`config.mk`:
```
export PLATFORM = sky130hd
export DESIGN_NAME = smp_pin_if
export DESIGN_NICKNAME = d
export VERILOG_FILES = /design/src/common/smp_pkg.sv /design/src/hdl/smp_pin_sync.sv /design/src/hdl/smp_pin_if.sv
export SDC_FILE = /design/constraint.sdc
export NUM_CORES = 1
export LEC_CHECK = 0
export ABC_AREA = 1
export BUFFER_PORTS_ARGS = -buffer_cell sky130_fd_sc_hd__clkbuf_2
export CORE_ASPECT_RATIO = 0.9
export CORE_MARGIN = 1.5
export CORE_UTILIZATION = 53
export CTS_BUF_LIST = sky130_fd_sc_hd__clkbuf_2
export CTS_CLUSTER_DIAMETER = 30
export CTS_CLUSTER_SIZE = 25
export DETAILED_ROUTE_END_ITERATION = 8
export PLACE_DENSITY_LB_ADDON = 0.15
export SKIP_CTS_REPAIR_TIMING = 1
export SYNTH_ARGS = -nofsm -noshare
export SYNTH_HDL_FRONTEND = slang
export SYNTH_HIERARCHICAL = 1
export SYNTH_SLANG_ARGS = --single-unit
```
`constraint.sdc`:
```
create_clock -name i_clk -period 1.64 [get_ports i_clk]
set_input_delay 0.164 -clock i_clk [delete_from_list [all_inputs] [get_ports i_clk]]
set_output_delay 0.164 -clock i_clk [all_outputs]
set_load 0.05 [all_outputs]
```
`src/common/smp_pkg.sv`:
```
package smp_pkg;
	// Timing reference and machine cycle
	localparam int OSC_KHZ      = 6000;
	localparam int MCYC_NS      = 2500;
	localparam int OSC_PER_MCYC = (MCYC_NS * OSC_KHZ) / 1000000;
	localparam logic [3:0] OSC_LAST = 4'(OSC_PER_MCYC - 1);
	localparam int CLK_MHZ      = 125;

	// Expander strobe phases, least time rounded up to clock cycles
	localparam int EXP_PHASE_NS  = 200;
	localparam int EXP_PHASE_CYC = (EXP_PHASE_NS * CLK_MHZ + 999) / 1000;
	localparam logic [7:0] EXP_LAST = 8'(EXP_PHASE_CYC - 1);

	// Status byte layout
	localparam int ST_OBF     = 0;
	localparam int ST_IBF     = 1;
	localparam int ST_F0      = 2;
	localparam int ST_CMD     = 3;
	localparam int ST_USR_LSB = 4;

	// Second port field positions
	localparam int P2_ADDR_LSB = 0;
	localparam int P2_EXP_LSB  = 0;
	localparam int P2_FLAG_LSB = 4;
	localparam int P2_DMA_LSB  = 6;

	// Reset values
	localparam logic [7:0] BYTE_RST = 8'h00;
	localparam logic [7:0] PORT_RST = 8'hff;
	localparam logic [9:0] ADDR_RST = 10'h000;

	// Synchroniser bit positions
	localparam int SY_CS   = 0;
	localparam int SY_RD   = 1;
	localparam int SY_WR   = 2;
	localparam int SY_SEL  = 3;
	localparam int SY_OSC  = 4;
	localparam int SY_EXT  = 5;
	localparam int SY_TA   = 6;
	localparam int SY_TB   = 7;
	localparam int SY_SS   = 8;
	localparam int SY_BUS  = 9;
	localparam int SY_W    = 17;
endpackage

```
`src/hdl/smp_pin_sync.sv`:
```
`timescale 1ns/10ps
module smp_pin_sync #(
	parameter int W = 1
) (
	input  wire logic         i_clk,
	input  wire logic         i_rst_n,
	input  wire logic         i_ce,
	input  wire logic [W-1:0] i_d,
	output logic      [W-1:0] o_q
);
	logic [W-1:0] s1_ff;
	logic [W-1:0] s2_ff;
	logic [W-1:0] s3_ff;
	logic [W-1:0] q_ff;
	logic [W-1:0] nxt_q;

	// Accept a new level only once the two late stages agree
	always_comb begin
		nxt_q = q_ff;
		for (int i = 0; i < W; i++) begin
			if (s2_ff[i] == s3_ff[i]) begin
				nxt_q[i] = s3_ff[i];
			end
		end
	end

	always_ff @(posedge i_clk or negedge i_rst_n) begin
		if (!i_rst_n) begin
			s1_ff <= '0;
			s2_ff <= '0;
			s3_ff <= '0;
			q_ff  <= '0;
		end else if (i_ce) begin
			s1_ff <= i_d;
			s2_ff <= s1_ff;
			s3_ff <= s2_ff;
			q_ff  <= nxt_q;
		end
	end

	assign o_q = q_ff;
endmodule // smp_pin_sync

```
`src/hdl/smp_pin_if.sv`:
```
`timescale 1ns/10ps
module smp_pin_if
	import smp_pkg::*;
(
	input  wire logic       i_clk,
	input  wire logic       i_rst_n,
	input  wire logic       i_ce,
	input  wire logic       i_cs_n,
	input  wire logic       i_rd_n,
	input  wire logic       i_wr_n,
	input  wire logic       i_host_cmd_status_sel,
	input  wire logic [7:0] i_host_bus_lines,
	output logic      [7:0] o_host_bus_lines,
	output logic            o_host_bus_lines_oe,
	input  wire logic       i_osc_in,
	output logic            o_osc_out,
	input  wire logic       i_external_fetch_select,
	input  wire logic       i_single_step_n,
	input  wire logic       i_test_input_a,
	input  wire logic       i_test_input_b,
	input  wire logic       i_fw_obuf_wr,
	input  wire logic [7:0] i_fw_obuf_data,
	input  wire logic       i_fw_ibuf_rd,
	input  wire logic       i_fw_flag0,
	input  wire logic [3:0] i_fw_status_hi,
	input  wire logic       i_two_cycle,
	input  wire logic [9:0] i_fetch_addr,
	input  wire logic [7:0] i_port1_data,
	input  wire logic [7:0] i_port2_data,
	input  wire logic       i_port2_alt,
	input  wire logic [1:0] i_flag_out,
	input  wire logic [1:0] i_dma_out,
	input  wire logic       i_exp_req,
	input  wire logic [3:0] i_exp_opcode,
	input  wire logic [3:0] i_exp_data,
	input  wire logic       i_counter_mode,
	output logic      [7:0] o_in_data,
	output logic            o_command_flag,
	output logic            o_in_buffer_full,
	output logic            o_out_buffer_full,
	output logic            o_sync,
	output logic            o_instr_end,
	output logic            o_stepping,
	output logic            o_fetch_external,
	output logic      [7:0] o_first_io_port,
	output logic      [7:0] o_second_io_port,
	output logic            o_expander_strobe,
	output logic            o_exp_busy,
	output logic            o_cond_test_a,
	output logic            o_cond_test_b,
	output logic            o_event_tick
);
	typedef enum logic [0:0] {ENG_RUN, ENG_HOLD} smp_eng_t;
	typedef enum logic [1:0] {EXP_IDLE, EXP_ADDR, EXP_DATA} smp_exp_t;

	logic [SY_W-1:0] pins;
	logic            cs_act, rd_act, wr_act, rd_start, rd_end, wr_end;
	logic            osc_rise, mcyc_end, tb_fall;

	// Host port state
	logic       rd_ff, wr_ff, rd_sel_ff, wr_sel_ff;
	logic [7:0] wr_data_ff, obuf_ff, ibuf_ff, bus_out_ff;
	logic       bus_oe_ff, cmd_ff, obf_ff, ibf_ff;
	logic       nxt_rd, nxt_wr, nxt_rd_sel, nxt_wr_sel;
	logic [7:0] nxt_wr_data, nxt_obuf, nxt_ibuf, nxt_bus_out;
	logic       nxt_bus_oe, nxt_cmd, nxt_obf, nxt_ibf;

	// Machine cycle engine state
	smp_eng_t   eng_ff, nxt_eng;
	logic [3:0] osc_cnt_ff, nxt_osc_cnt;
	logic       osc_prev_ff, nxt_osc_prev, left_ff, nxt_left;
	logic       sync_ff, nxt_sync, iend_ff, nxt_iend;
	logic [9:0] hold_addr_ff, nxt_hold_addr;
	logic       osc_out_ff, nxt_osc_out, ext_ff, nxt_ext;

	// Port and expander state
	smp_exp_t   exp_ff, nxt_exp;
	logic [7:0] exp_cnt_ff, nxt_exp_cnt, p1_ff, nxt_p1, p2_ff, nxt_p2;
	logic [3:0] exp_op_ff, nxt_exp_op, exp_dat_ff, nxt_exp_dat;
	logic       strb_ff, nxt_strb, busy_ff, nxt_busy;

	// Test input state
	logic       ta_ff, tb_ff, tb_prev_ff, tick_ff;
	logic       nxt_ta, nxt_tb, nxt_tb_prev, nxt_tick;

	// All pin inputs arrive asynchronously to i_clk
	smp_pin_sync #(.W(SY_W)) u_sync (
		.i_clk   (i_clk),
		.i_rst_n (i_rst_n),
		.i_ce    (i_ce),
		.i_d     ({i_host_bus_lines, i_single_step_n, i_test_input_b, i_test_input_a,
		           i_external_fetch_select, i_osc_in, i_host_cmd_status_sel,
		           i_wr_n, i_rd_n, i_cs_n}),
		.o_q     (pins)
	);

	// Strobe decode, active low and gated by select
	assign cs_act   = !pins[SY_CS];
	assign rd_act   = cs_act && !pins[SY_RD];
	assign wr_act   = cs_act && !pins[SY_WR];
	assign rd_start = rd_act && !rd_ff;
	assign rd_end   = !rd_act && rd_ff;
	assign wr_end   = !wr_act && wr_ff;

	// Host buffers and flags; a firmware set wins over a host clear
	always_comb begin
		nxt_rd      = rd_act;
		nxt_wr      = wr_act;
		nxt_rd_sel  = rd_start ? pins[SY_SEL] : rd_sel_ff;
		nxt_wr_sel  = wr_act ? pins[SY_SEL] : wr_sel_ff;
		nxt_wr_data = wr_act ? pins[SY_BUS +: 8] : wr_data_ff;
		nxt_bus_oe  = rd_act;
		nxt_bus_out = bus_out_ff;
		if (rd_start) begin
			if (pins[SY_SEL]) begin
				nxt_bus_out = {i_fw_status_hi, cmd_ff, i_fw_flag0, ibf_ff, obf_ff};
			end else begin
				nxt_bus_out = obuf_ff;
			end
		end
		nxt_obuf = i_fw_obuf_wr ? i_fw_obuf_data : obuf_ff;
		nxt_obf  = (obf_ff && !(rd_end && !rd_sel_ff)) || i_fw_obuf_wr;
		nxt_ibuf = wr_end ? wr_data_ff : ibuf_ff;
		nxt_cmd  = wr_end ? wr_sel_ff : cmd_ff;
		nxt_ibf  = (ibf_ff && !i_fw_ibuf_rd) || wr_end;
	end

	always_ff @(posedge i_clk or negedge i_rst_n) begin
		if (!i_rst_n) begin
			rd_ff      <= 1'b0;
			wr_ff      <= 1'b0;
			rd_sel_ff  <= 1'b0;
			wr_sel_ff  <= 1'b0;
			wr_data_ff <= BYTE_RST;
			bus_oe_ff  <= 1'b0;
			bus_out_ff <= BYTE_RST;
			obuf_ff    <= BYTE_RST;
			obf_ff     <= 1'b0;
			ibuf_ff    <= BYTE_RST;
			cmd_ff     <= 1'b0;
			ibf_ff     <= 1'b0;
		end else if (i_ce) begin
			rd_ff      <= nxt_rd;
			wr_ff      <= nxt_wr;
			rd_sel_ff  <= nxt_rd_sel;
			wr_sel_ff  <= nxt_wr_sel;
			wr_data_ff <= nxt_wr_data;
			bus_oe_ff  <= nxt_bus_oe;
			bus_out_ff <= nxt_bus_out;
			obuf_ff    <= nxt_obuf;
			obf_ff     <= nxt_obf;
			ibuf_ff    <= nxt_ibuf;
			cmd_ff     <= nxt_cmd;
			ibf_ff     <= nxt_ibf;
		end
	end

	// Machine cycles counted on rising oscillator edges, crystal or logic clock alike
	assign osc_rise = pins[SY_OSC] && !osc_prev_ff;
	assign mcyc_end = osc_rise && (osc_cnt_ff == OSC_LAST);

	always_comb begin
		nxt_osc_prev  = pins[SY_OSC];
		nxt_osc_out   = !pins[SY_OSC];   // Feedback leg for a crystal
		nxt_ext       = pins[SY_EXT];
		nxt_eng       = eng_ff;
		nxt_osc_cnt   = osc_cnt_ff;
		nxt_left      = left_ff;
		nxt_sync      = 1'b0;
		nxt_iend      = 1'b0;
		nxt_hold_addr = hold_addr_ff;
		unique case (eng_ff)
			ENG_RUN: begin
				if (osc_rise) begin
					nxt_osc_cnt = mcyc_end ? 4'h0 : osc_cnt_ff + 4'h1;
				end
				if (mcyc_end) begin
					nxt_sync = 1'b1;
					if (left_ff) begin
						nxt_left = 1'b0;
					end else begin
						nxt_iend = 1'b1;
						nxt_left = i_two_cycle;
						if (!pins[SY_SS]) begin
							nxt_eng       = ENG_HOLD;
							nxt_hold_addr = i_fetch_addr;
						end
					end
				end
			end
			ENG_HOLD: begin
				// Execution resumes only while the step pin is released
				if (pins[SY_SS]) begin
					nxt_eng     = ENG_RUN;
					nxt_osc_cnt = 4'h0;
				end
			end
		endcase
	end

	always_ff @(posedge i_clk or negedge i_rst_n) begin
		if (!i_rst_n) begin
			eng_ff       <= ENG_RUN;
			osc_cnt_ff   <= 4'h0;
			osc_prev_ff  <= 1'b0;
			left_ff      <= 1'b0;
			sync_ff      <= 1'b0;
			iend_ff      <= 1'b0;
			hold_addr_ff <= ADDR_RST;
			osc_out_ff   <= 1'b0;
			ext_ff       <= 1'b0;
		end else if (i_ce) begin
			eng_ff       <= nxt_eng;
			osc_cnt_ff   <= nxt_osc_cnt;
			osc_prev_ff  <= nxt_osc_prev;
			left_ff      <= nxt_left;
			sync_ff      <= nxt_sync;
			iend_ff      <= nxt_iend;
			hold_addr_ff <= nxt_hold_addr;
			osc_out_ff   <= nxt_osc_out;
			ext_ff       <= nxt_ext;
		end
	end

	// Ports: stepping address beats expander, expander beats plain data
	always_comb begin
		nxt_exp     = exp_ff;
		nxt_exp_cnt = exp_cnt_ff;
		nxt_exp_op  = exp_op_ff;
		nxt_exp_dat = exp_dat_ff;
		nxt_strb    = 1'b0;
		nxt_busy    = 1'b1;
		unique case (exp_ff)
			EXP_IDLE: begin
				nxt_busy = 1'b0;
				if (i_exp_req) begin
					nxt_exp     = EXP_ADDR;
					nxt_exp_cnt = 8'h00;
					nxt_exp_op  = i_exp_opcode;
					nxt_exp_dat = i_exp_data;
					nxt_busy    = 1'b1;
				end
			end
			EXP_ADDR: begin
				nxt_exp_cnt = exp_cnt_ff + 8'h01;
				if (exp_cnt_ff == EXP_LAST) begin
					nxt_exp     = EXP_DATA;
					nxt_exp_cnt = 8'h00;
					nxt_strb    = 1'b1;
				end
			end
			EXP_DATA: begin
				nxt_strb    = 1'b1;
				nxt_exp_cnt = exp_cnt_ff + 8'h01;
				if (exp_cnt_ff == EXP_LAST) begin
					nxt_exp  = EXP_IDLE;
					nxt_strb = 1'b0;
				end
			end
			default: begin
				nxt_exp = EXP_IDLE;
			end
		endcase
		nxt_p1 = i_port1_data;
		nxt_p2 = i_port2_data;
		if (i_port2_alt) begin
			nxt_p2[P2_FLAG_LSB +: 2] = i_flag_out;
			nxt_p2[P2_DMA_LSB +: 2]  = i_dma_out;
		end
		if (nxt_exp == EXP_ADDR) begin
			nxt_p2[P2_EXP_LSB +: 4] = nxt_exp_op;
		end else if (nxt_exp == EXP_DATA) begin
			nxt_p2[P2_EXP_LSB +: 4] = exp_dat_ff;
		end
		if (eng_ff == ENG_HOLD) begin
			nxt_p1                   = hold_addr_ff[7:0];
			nxt_p2[P2_ADDR_LSB +: 2] = hold_addr_ff[9:8];
		end
	end

	always_ff @(posedge i_clk or negedge i_rst_n) begin
		if (!i_rst_n) begin
			exp_ff     <= EXP_IDLE;
			exp_cnt_ff <= 8'h00;
			exp_op_ff  <= 4'h0;
			exp_dat_ff <= 4'h0;
			strb_ff    <= 1'b0;
			busy_ff    <= 1'b0;
			p1_ff      <= PORT_RST;
			p2_ff      <= PORT_RST;
		end else if (i_ce) begin
			exp_ff     <= nxt_exp;
			exp_cnt_ff <= nxt_exp_cnt;
			exp_op_ff  <= nxt_exp_op;
			exp_dat_ff <= nxt_exp_dat;
			strb_ff    <= nxt_strb;
			busy_ff    <= nxt_busy;
			p1_ff      <= nxt_p1;
			p2_ff      <= nxt_p2;
		end
	end

	// Test inputs; the counter counts falling edges of the second one
	assign tb_fall = tb_prev_ff && !pins[SY_TB];

	always_comb begin
		nxt_ta      = pins[SY_TA];
		nxt_tb      = pins[SY_TB];
		nxt_tb_prev = pins[SY_TB];
		nxt_tick    = tb_fall && i_counter_mode;
	end

	always_ff @(posedge i_clk or negedge i_rst_n) begin
		if (!i_rst_n) begin
			ta_ff      <= 1'b0;
			tb_ff      <= 1'b0;
			tb_prev_ff <= 1'b0;
			tick_ff    <= 1'b0;
		end else if (i_ce) begin
			ta_ff      <= nxt_ta;
			tb_ff      <= nxt_tb;
			tb_prev_ff <= nxt_tb_prev;
			tick_ff    <= nxt_tick;
		end
	end

	assign o_host_bus_lines    = bus_out_ff;
	assign o_host_bus_lines_oe = bus_oe_ff;
	assign o_osc_out           = osc_out_ff;
	assign o_in_data           = ibuf_ff;
	assign o_command_flag      = cmd_ff;
	assign o_in_buffer_full    = ibf_ff;
	assign o_out_buffer_full   = obf_ff;
	assign o_sync              = sync_ff;
	assign o_instr_end         = iend_ff;
	assign o_stepping          = (eng_ff == ENG_HOLD);
	assign o_fetch_external    = ext_ff;
	assign o_first_io_port     = p1_ff;
	assign o_second_io_port    = p2_ff;
	assign o_expander_strobe   = strb_ff;
	assign o_exp_busy          = busy_ff;
	assign o_cond_test_a       = ta_ff;
	assign o_cond_test_b       = tb_ff;
	assign o_event_tick        = tick_ff;
endmodule // smp_pin_if

```
# After elaboration in Yosys (flattened, before gate mapping)
# Cells that the tools add are included.
[classes]
addsub = 2
eq_ne = 26
muxes = 34
bitwise = 3
n_reduce_logical = 54
[ops]
columns = ["op", "n"]
rows = [
  ["2-bit AND reduction", 21],
  ["4-bit two-way mux", 8],
  ["8-bit two-way mux", 4],
  ["8-bit case mux with 3 select lines", 1],
  ["1-bit equality test", 17],
  ["1-bit two-way mux", 13],
  ["1-bit logical AND", 12],
  ["1-bit logical NOT", 12],
  ["3-bit AND reduction", 4],
  ["8-bit by 1-bit adder with 8-bit output, second input constant", 1],
  ["8-bit by 5-bit equality test with 1-bit output, second input constant", 1],
  ["2-bit two-way mux", 4],
  ["4-bit case mux with 2 select lines", 1],
  ["2-bit case mux with 3 select lines", 1],
  ["5-bit AND reduction", 1],
  ["4-bit by 1-bit adder with 4-bit output, second input constant", 1],
  ["2-bit by 1-bit equality test with 1-bit output, second input constant", 2],
  ["2-bit equality test, second input constant", 2],
  ["4-bit equality test, second input constant", 1],
  ["2-bit inequality test, second input constant", 2],
  ["1-bit case mux with 2 select lines", 2],
  ["1-bit inverter", 3],
  ["3-bit nonzero test", 1],
  ["2-bit logical NOT", 1],
  ["2 further kinds", 3],
]
[totals]
ff_bits = 167
input_bits = 77
out_inout_bits = 46
wordCells = 170

# Depth between registers and ports, before layout
[logic_depth]
word_depth = 8
depth_mapped = 16
depth_no_buf = 16

# Cells and area by module
# Netlist, hierarchy kept.
[modules_own_cells]
columns = ["mod", "n_inst", "cells_per_inst", "area_each_um2", "seq_area_each_um2"]
rows = [
  ["smp_pin_if", 1, 508, 4573.1, 2497.4],
  ["smp_pin_sync", 1, 355, 2950.3, 1701.6],
]

# Worst setup path after synthesis
# Ideal clock, no wire load.
[synth_path]
path_type = "reg2reg"
from = "reg exp_ff[1]"
to = "reg p2_ff[2], in the netlist o_second_io_port[2]"
setup_time_ps = 76
arrival_ps = 1563
path_slack_ps = 1
path_stages_with_launch = 14
synth_period_minus_slack_ps = 1639
path_cell_list = "dfrtp_1 inv_1 ha_1 nand2_1 a21oi_1 inv_1 a21oi_2 nand2_4 inv_2 nand2_1 nand2_1 inv_1 nand2_1 nand2_1"
[synth_between]
elab_chain_len = 5
[synth_lines]
columns = ["element", "line_no", "source"]
rows = [
  ["start: declaration", "smp_pin_if.sv:77", "smp_exp_t exp_ff, nxt_exp;"],
  ["start signal: assignment", "smp_pin_if.sv:292", "exp_ff <= nxt_exp;"],
  ["2-bit equality test (tied with other cells)", "smp_pin_if.sv:233", "unique case (exp_ff)"],
  ["2-bit case mux with 3 select lines", "smp_pin_if.sv:233", ""],
  ["2-bit equality test", "smp_pin_if.sv:272", "end else if (nxt_exp == EXP_DATA) begin"],
  ["4-bit two-way mux", "smp_pin_if.sv:272", ""],
  ["4-bit two-way mux *", "smp_pin_if.sv:270", "if (nxt_exp == EXP_ADDR) begin"],
  ["end signal: assignment", "smp_pin_if.sv:299", "p2_ff <= nxt_p2;"],
  ["end: declaration", "smp_pin_if.sv:78", "logic [7:0] exp_cnt_ff, nxt_exp_cnt, p1_ff, nxt_p1, p2_ff, nxt_p2;"],
]
# Mark *: on every way between the ends. The rest lies on a longest branch, timed or not.
# A chain may end at the register's enable or synchronous reset.

# Worst setup path after layout
[layout_path]
from = "reg p1_ff[4], in the netlist o_first_io_port[4]"
to = "out o_first_io_port[4]"
[layout_rtl]
columns = ["element", "line_no", "source"]
rows = [
  ["start: declaration", "smp_pin_if.sv:78", ""],
  ["start signal: assignment", "smp_pin_if.sv:298", "p1_ff <= nxt_p1;"],
  ["end: declaration", "smp_pin_if.sv:45", "output logic [7:0] o_first_io_port,"],
]
# No word-level cell between the ends.

==> run_results.csv <==
group,metric,value,unit
grt,grt_pass1_vias,5157,
critical_path,cp.required,1.48,ns
timing,period_minus_slack,1.73,ns
logic_synthesis,synth-edff-count,0,
clock_tree,cts_tree,"yes",
grt,grt_max_degree,110,
timing,relSlewSlack,29.2,%
placed_design,placed_cells,1171,
logic_synthesis,syn_area_per_cell,8.72,um^2
timing,setup_viol,20,
finish,syn_to_final_growth,38.0,%
pwr,p_comb_share,37.6,%
critical_path,path_buf_inv,1,
logic_synthesis,syn_inst,863,
placed_design,dp_slack,-0.0617,ns
pwr,p_per_area,1320,mW/mm^2
drt,wl,18.5,mm
logic_synthesis,synth_most_common_cell,"nand2_1",
critical_path,worstPathArrival,1.57,ns
floorplan,initial_core_util,53.9,%
finish,layoutNonFillerInstCount,1328,
timing,holdWs,0.0312,ns
logic_synthesis,yosys_most_used_dff,"dfrtp_1",
timing,tightest_slew,1.06,ns
timing,max_freq,577,MHz
logic_synthesis,ys_seq_area_share,55.8,%
pwr,power.leakage,5.42,nW
floorplan,die-area,0.0149,mm^2
timing,fin_crit_sh,106,%
clock_tree,cts_buffer_depth,2,
floorplan,rows,41,
hold_path,hold_class,"input port to flip-flop",
floorplan,fp.dieH,116,um
critical_path,cpMaxStageDelayCell,"dfstp_2",
logic_synthesis,synth_commonest_cells,"244 x nand2_1, 151 x dfrtp_1, 120 x inv_1",
critical_path,worst_path_largest_cell_delay,0.63,ns
floorplan,fp.dieW,129,um
drt,dr.pass1.iters,5,
pwr,p_int,8.48,mW
run,drv_cap,0,
placed_design,gp_congestion,0.813,
grt,antenna_found_initial,1,
timing,hold_violations,0,
logic_synthesis,synth_area_leaders,"dfrtp_1 50%, nand2_1 12%, inv_1 6.0%, o21ai_0 5.9%, dfstp_2 5.6%",
clock_tree,htreeDepth,4,
pwr,sw_frac_of_total,38.0,%
clock_tree,cts.sinks,167,
timing,maxSlewViolCount,0,
critical_path,worstSetupEndpointType,"output port",
pwr,power.switching,5.19,mW
floorplan,io_pins,123,
clock_tree,clk_pin_slew,0.25,ns
floorplan,core_area,0.0140,mm^2
clock_tree,root_buffer,"clkbuf_2",
logic_synthesis,netlist_area,0.00752,mm^2
drt,num_vias,6506,
critical_path,path_max_fanout,2,
run_status,violations,"negative setup slack",
clock_tree,clk_latency,0.77,ns
timing,grt_setup_unrepaired,"yes",
logic_synthesis,syn_nets,948,
drt,wl_per_cell,13.9,um
drt,antenna_left,0,
logic_synthesis,netlist.area_leader.share,50.2,%
grt,grt-ovfl-total,0,
grt,gr-usage-all-layers,20.0,%
logic_synthesis,synth_cell_types,37,
pwr,p_total,13.7,mW
logic_synthesis,ys_warn_count,6,
drt,drt_iter0_markers,349,
pwr,clockPowerShare,20.7,%
pwr,power_frac_seq,41.7,%
logic_synthesis,synth_async_sr_flop_share,100,%
timing,finalSetupTns,-0.930,ns
critical_path,critPathLaunchType,"flip-flop",
critical_path,path_cells,"buf_8",
finish,final_nets,1206,
timing,fin_ws,-0.0925,ns
run_status,outcome,"complete, but fails checks",
critical_path,worstSetupPathType,"flip-flop to output port",
logic_synthesis,synth_seq_cells,167,
placed_design,port_buffers,122,
pwr,peakVddDrop,0.000671,V
clock_tree,cts_made_buffers,17,
placed_design,place_hpwl,9.67,mm
grt,grt_pass1_wl,23.4,mm
finish,drive_gt1_share,26.2,%
timing,skew,0.0307,ns
drt,via_per_inst,4.90,
drt,drc,0,
logic_synthesis,yosysTopAreaCell,"dfrtp_1",
critical_path,critPathTopFamily,"flip-flops",
## power groups by stage
stage / Sequential, mW / Clock (mW) / Combinational, mW
after floorplan: 6.82 / 0 / 1.81
after global placement: 5.69 / 0 / 3.90
after detailed placement: 5.72 / 0 / 3.97
after CTS: 5.64 / 2.86 / 3.98
after global routing: 5.82 / 3.05 / 5.61
final: 5.70 / 2.82 / 5.14
## cell type report
class,instances,area [um^2]
sequential,167,4200
fill,1021,3570
multi-input combinational,535,2810
timing repair buffer,269,2300
inverter,131,495
clock inverter,15,250
tap,193,241
clock buffer,17,85.1
antenna,1,2.50
## flip-flops by register name, summed over array words and instances, names as in the netlist, 10 cells and up
name          flops
hold_addr_ff     10
u_sync/s3_ff     17
u_sync/s1_ff     17
u_sync/s2_ff     17
u_sync/o_q       17
## placed cells by master (no fill, tap or decap), types with 9 or more instances in the layout
| master | instances |
|---|---|
| clkbuf_2 | 91 |
| a21oi_1 | 32 |
| nand2_4 | 10 |
| buf_8 | 16 |
| buf_6 | 13 |
| o21ai_0 | 87 |
| nand3_1 | 11 |
| inv_2 | 15 |
| mux2_1 | 10 |
| a21oi_2 | 10 |
| buf_4 | 52 |
| o21ai_1 | 11 |
| inv_1 | 113 |
| mux2_2 | 11 |
| dlygate4sd3_1 | 101 |
| dfstp_2 | 16 |
| dfrtp_1 | 149 |
| nand2_2 | 9 |
| nor2_1 | 66 |
| nand2_1 | 236 |
## kinds of logic (layout without fill, tap and decap cells)
logic type / after synthesis / count (layout) / share of synthesized area [%]
other: 0 / 1 / 0
multiplexers: 21 / 21 / 3.14
AND/OR/NAND/NOR: 355 / 355 / 19.7
AO/OA/AOI/OAI: 149 / 149 / 10.7
adder cells (fa/ha/maj): 8 / 8 / 1.33
buffers and inverters: 161 / 432 / 9.06
XOR/XNOR: 2 / 2 / 0.233
flip-flops: 167 / 167 / 55.8
## worst register-to-register path: stages, from the launching register on
cell	delay [ns]
dfrtp_2	0.50
inv_2	0.10
ha_4	0.16
nand2_2	0.08
a21oi_4	0.20
inv_2	0.07
a21oi_4	0.17
nand2_4	0.09
inv_2	0.07
nand2_1	0.05
nand2_1	0.06
inv_1	0.04
nand2_1	0.06
nand2_1	0.06
## path summary, 6_finish.rpt
| check | slack (ns) | start | endpoint | cells after the start |
|---|---|---|---|---|
| setup / recovery | -0.09 | o_first_io_port[4] | o_first_io_port[4] | 1 |
| hold / removal | 0.03 | i_ce | u_sync/s3_ff[3] | 4 |
| setup reg to reg | -0.05 | exp_ff[0] | o_second_io_port[2] | 13 |
| hold reg to reg | 0.50 | o_fetch_external | o_fetch_external | 2 |
| max in group asynchronous | 0.33 | i_rst_n | u_sync/s1_ff[4] | 4 |
| min in group asynchronous | 0.63 | i_rst_n | o_host_bus_lines[0] | 3 |
## metrics by stage
step,area (um^2),utilization (%)
2_1_floorplan,7520,-
3_3_place_gp,8410,60.2
3_5_place_dp,8410,60.2
4_1_cts,8740,62.6
5_1_grt,10400,74.4
6_report,10400,74.4
## routing by layer
layer / track usage [%] / wire [um] / up-vias
met5: 0 / 0 / -
met4: 6.59 / 529 / 0
met3: 5.12 / 902 / 46
met2: 30.6 / 9010 / 168
met1: 28.2 / 8050 / 3086
li1: - / - / 3206
(Power assumes the default switching activity.)
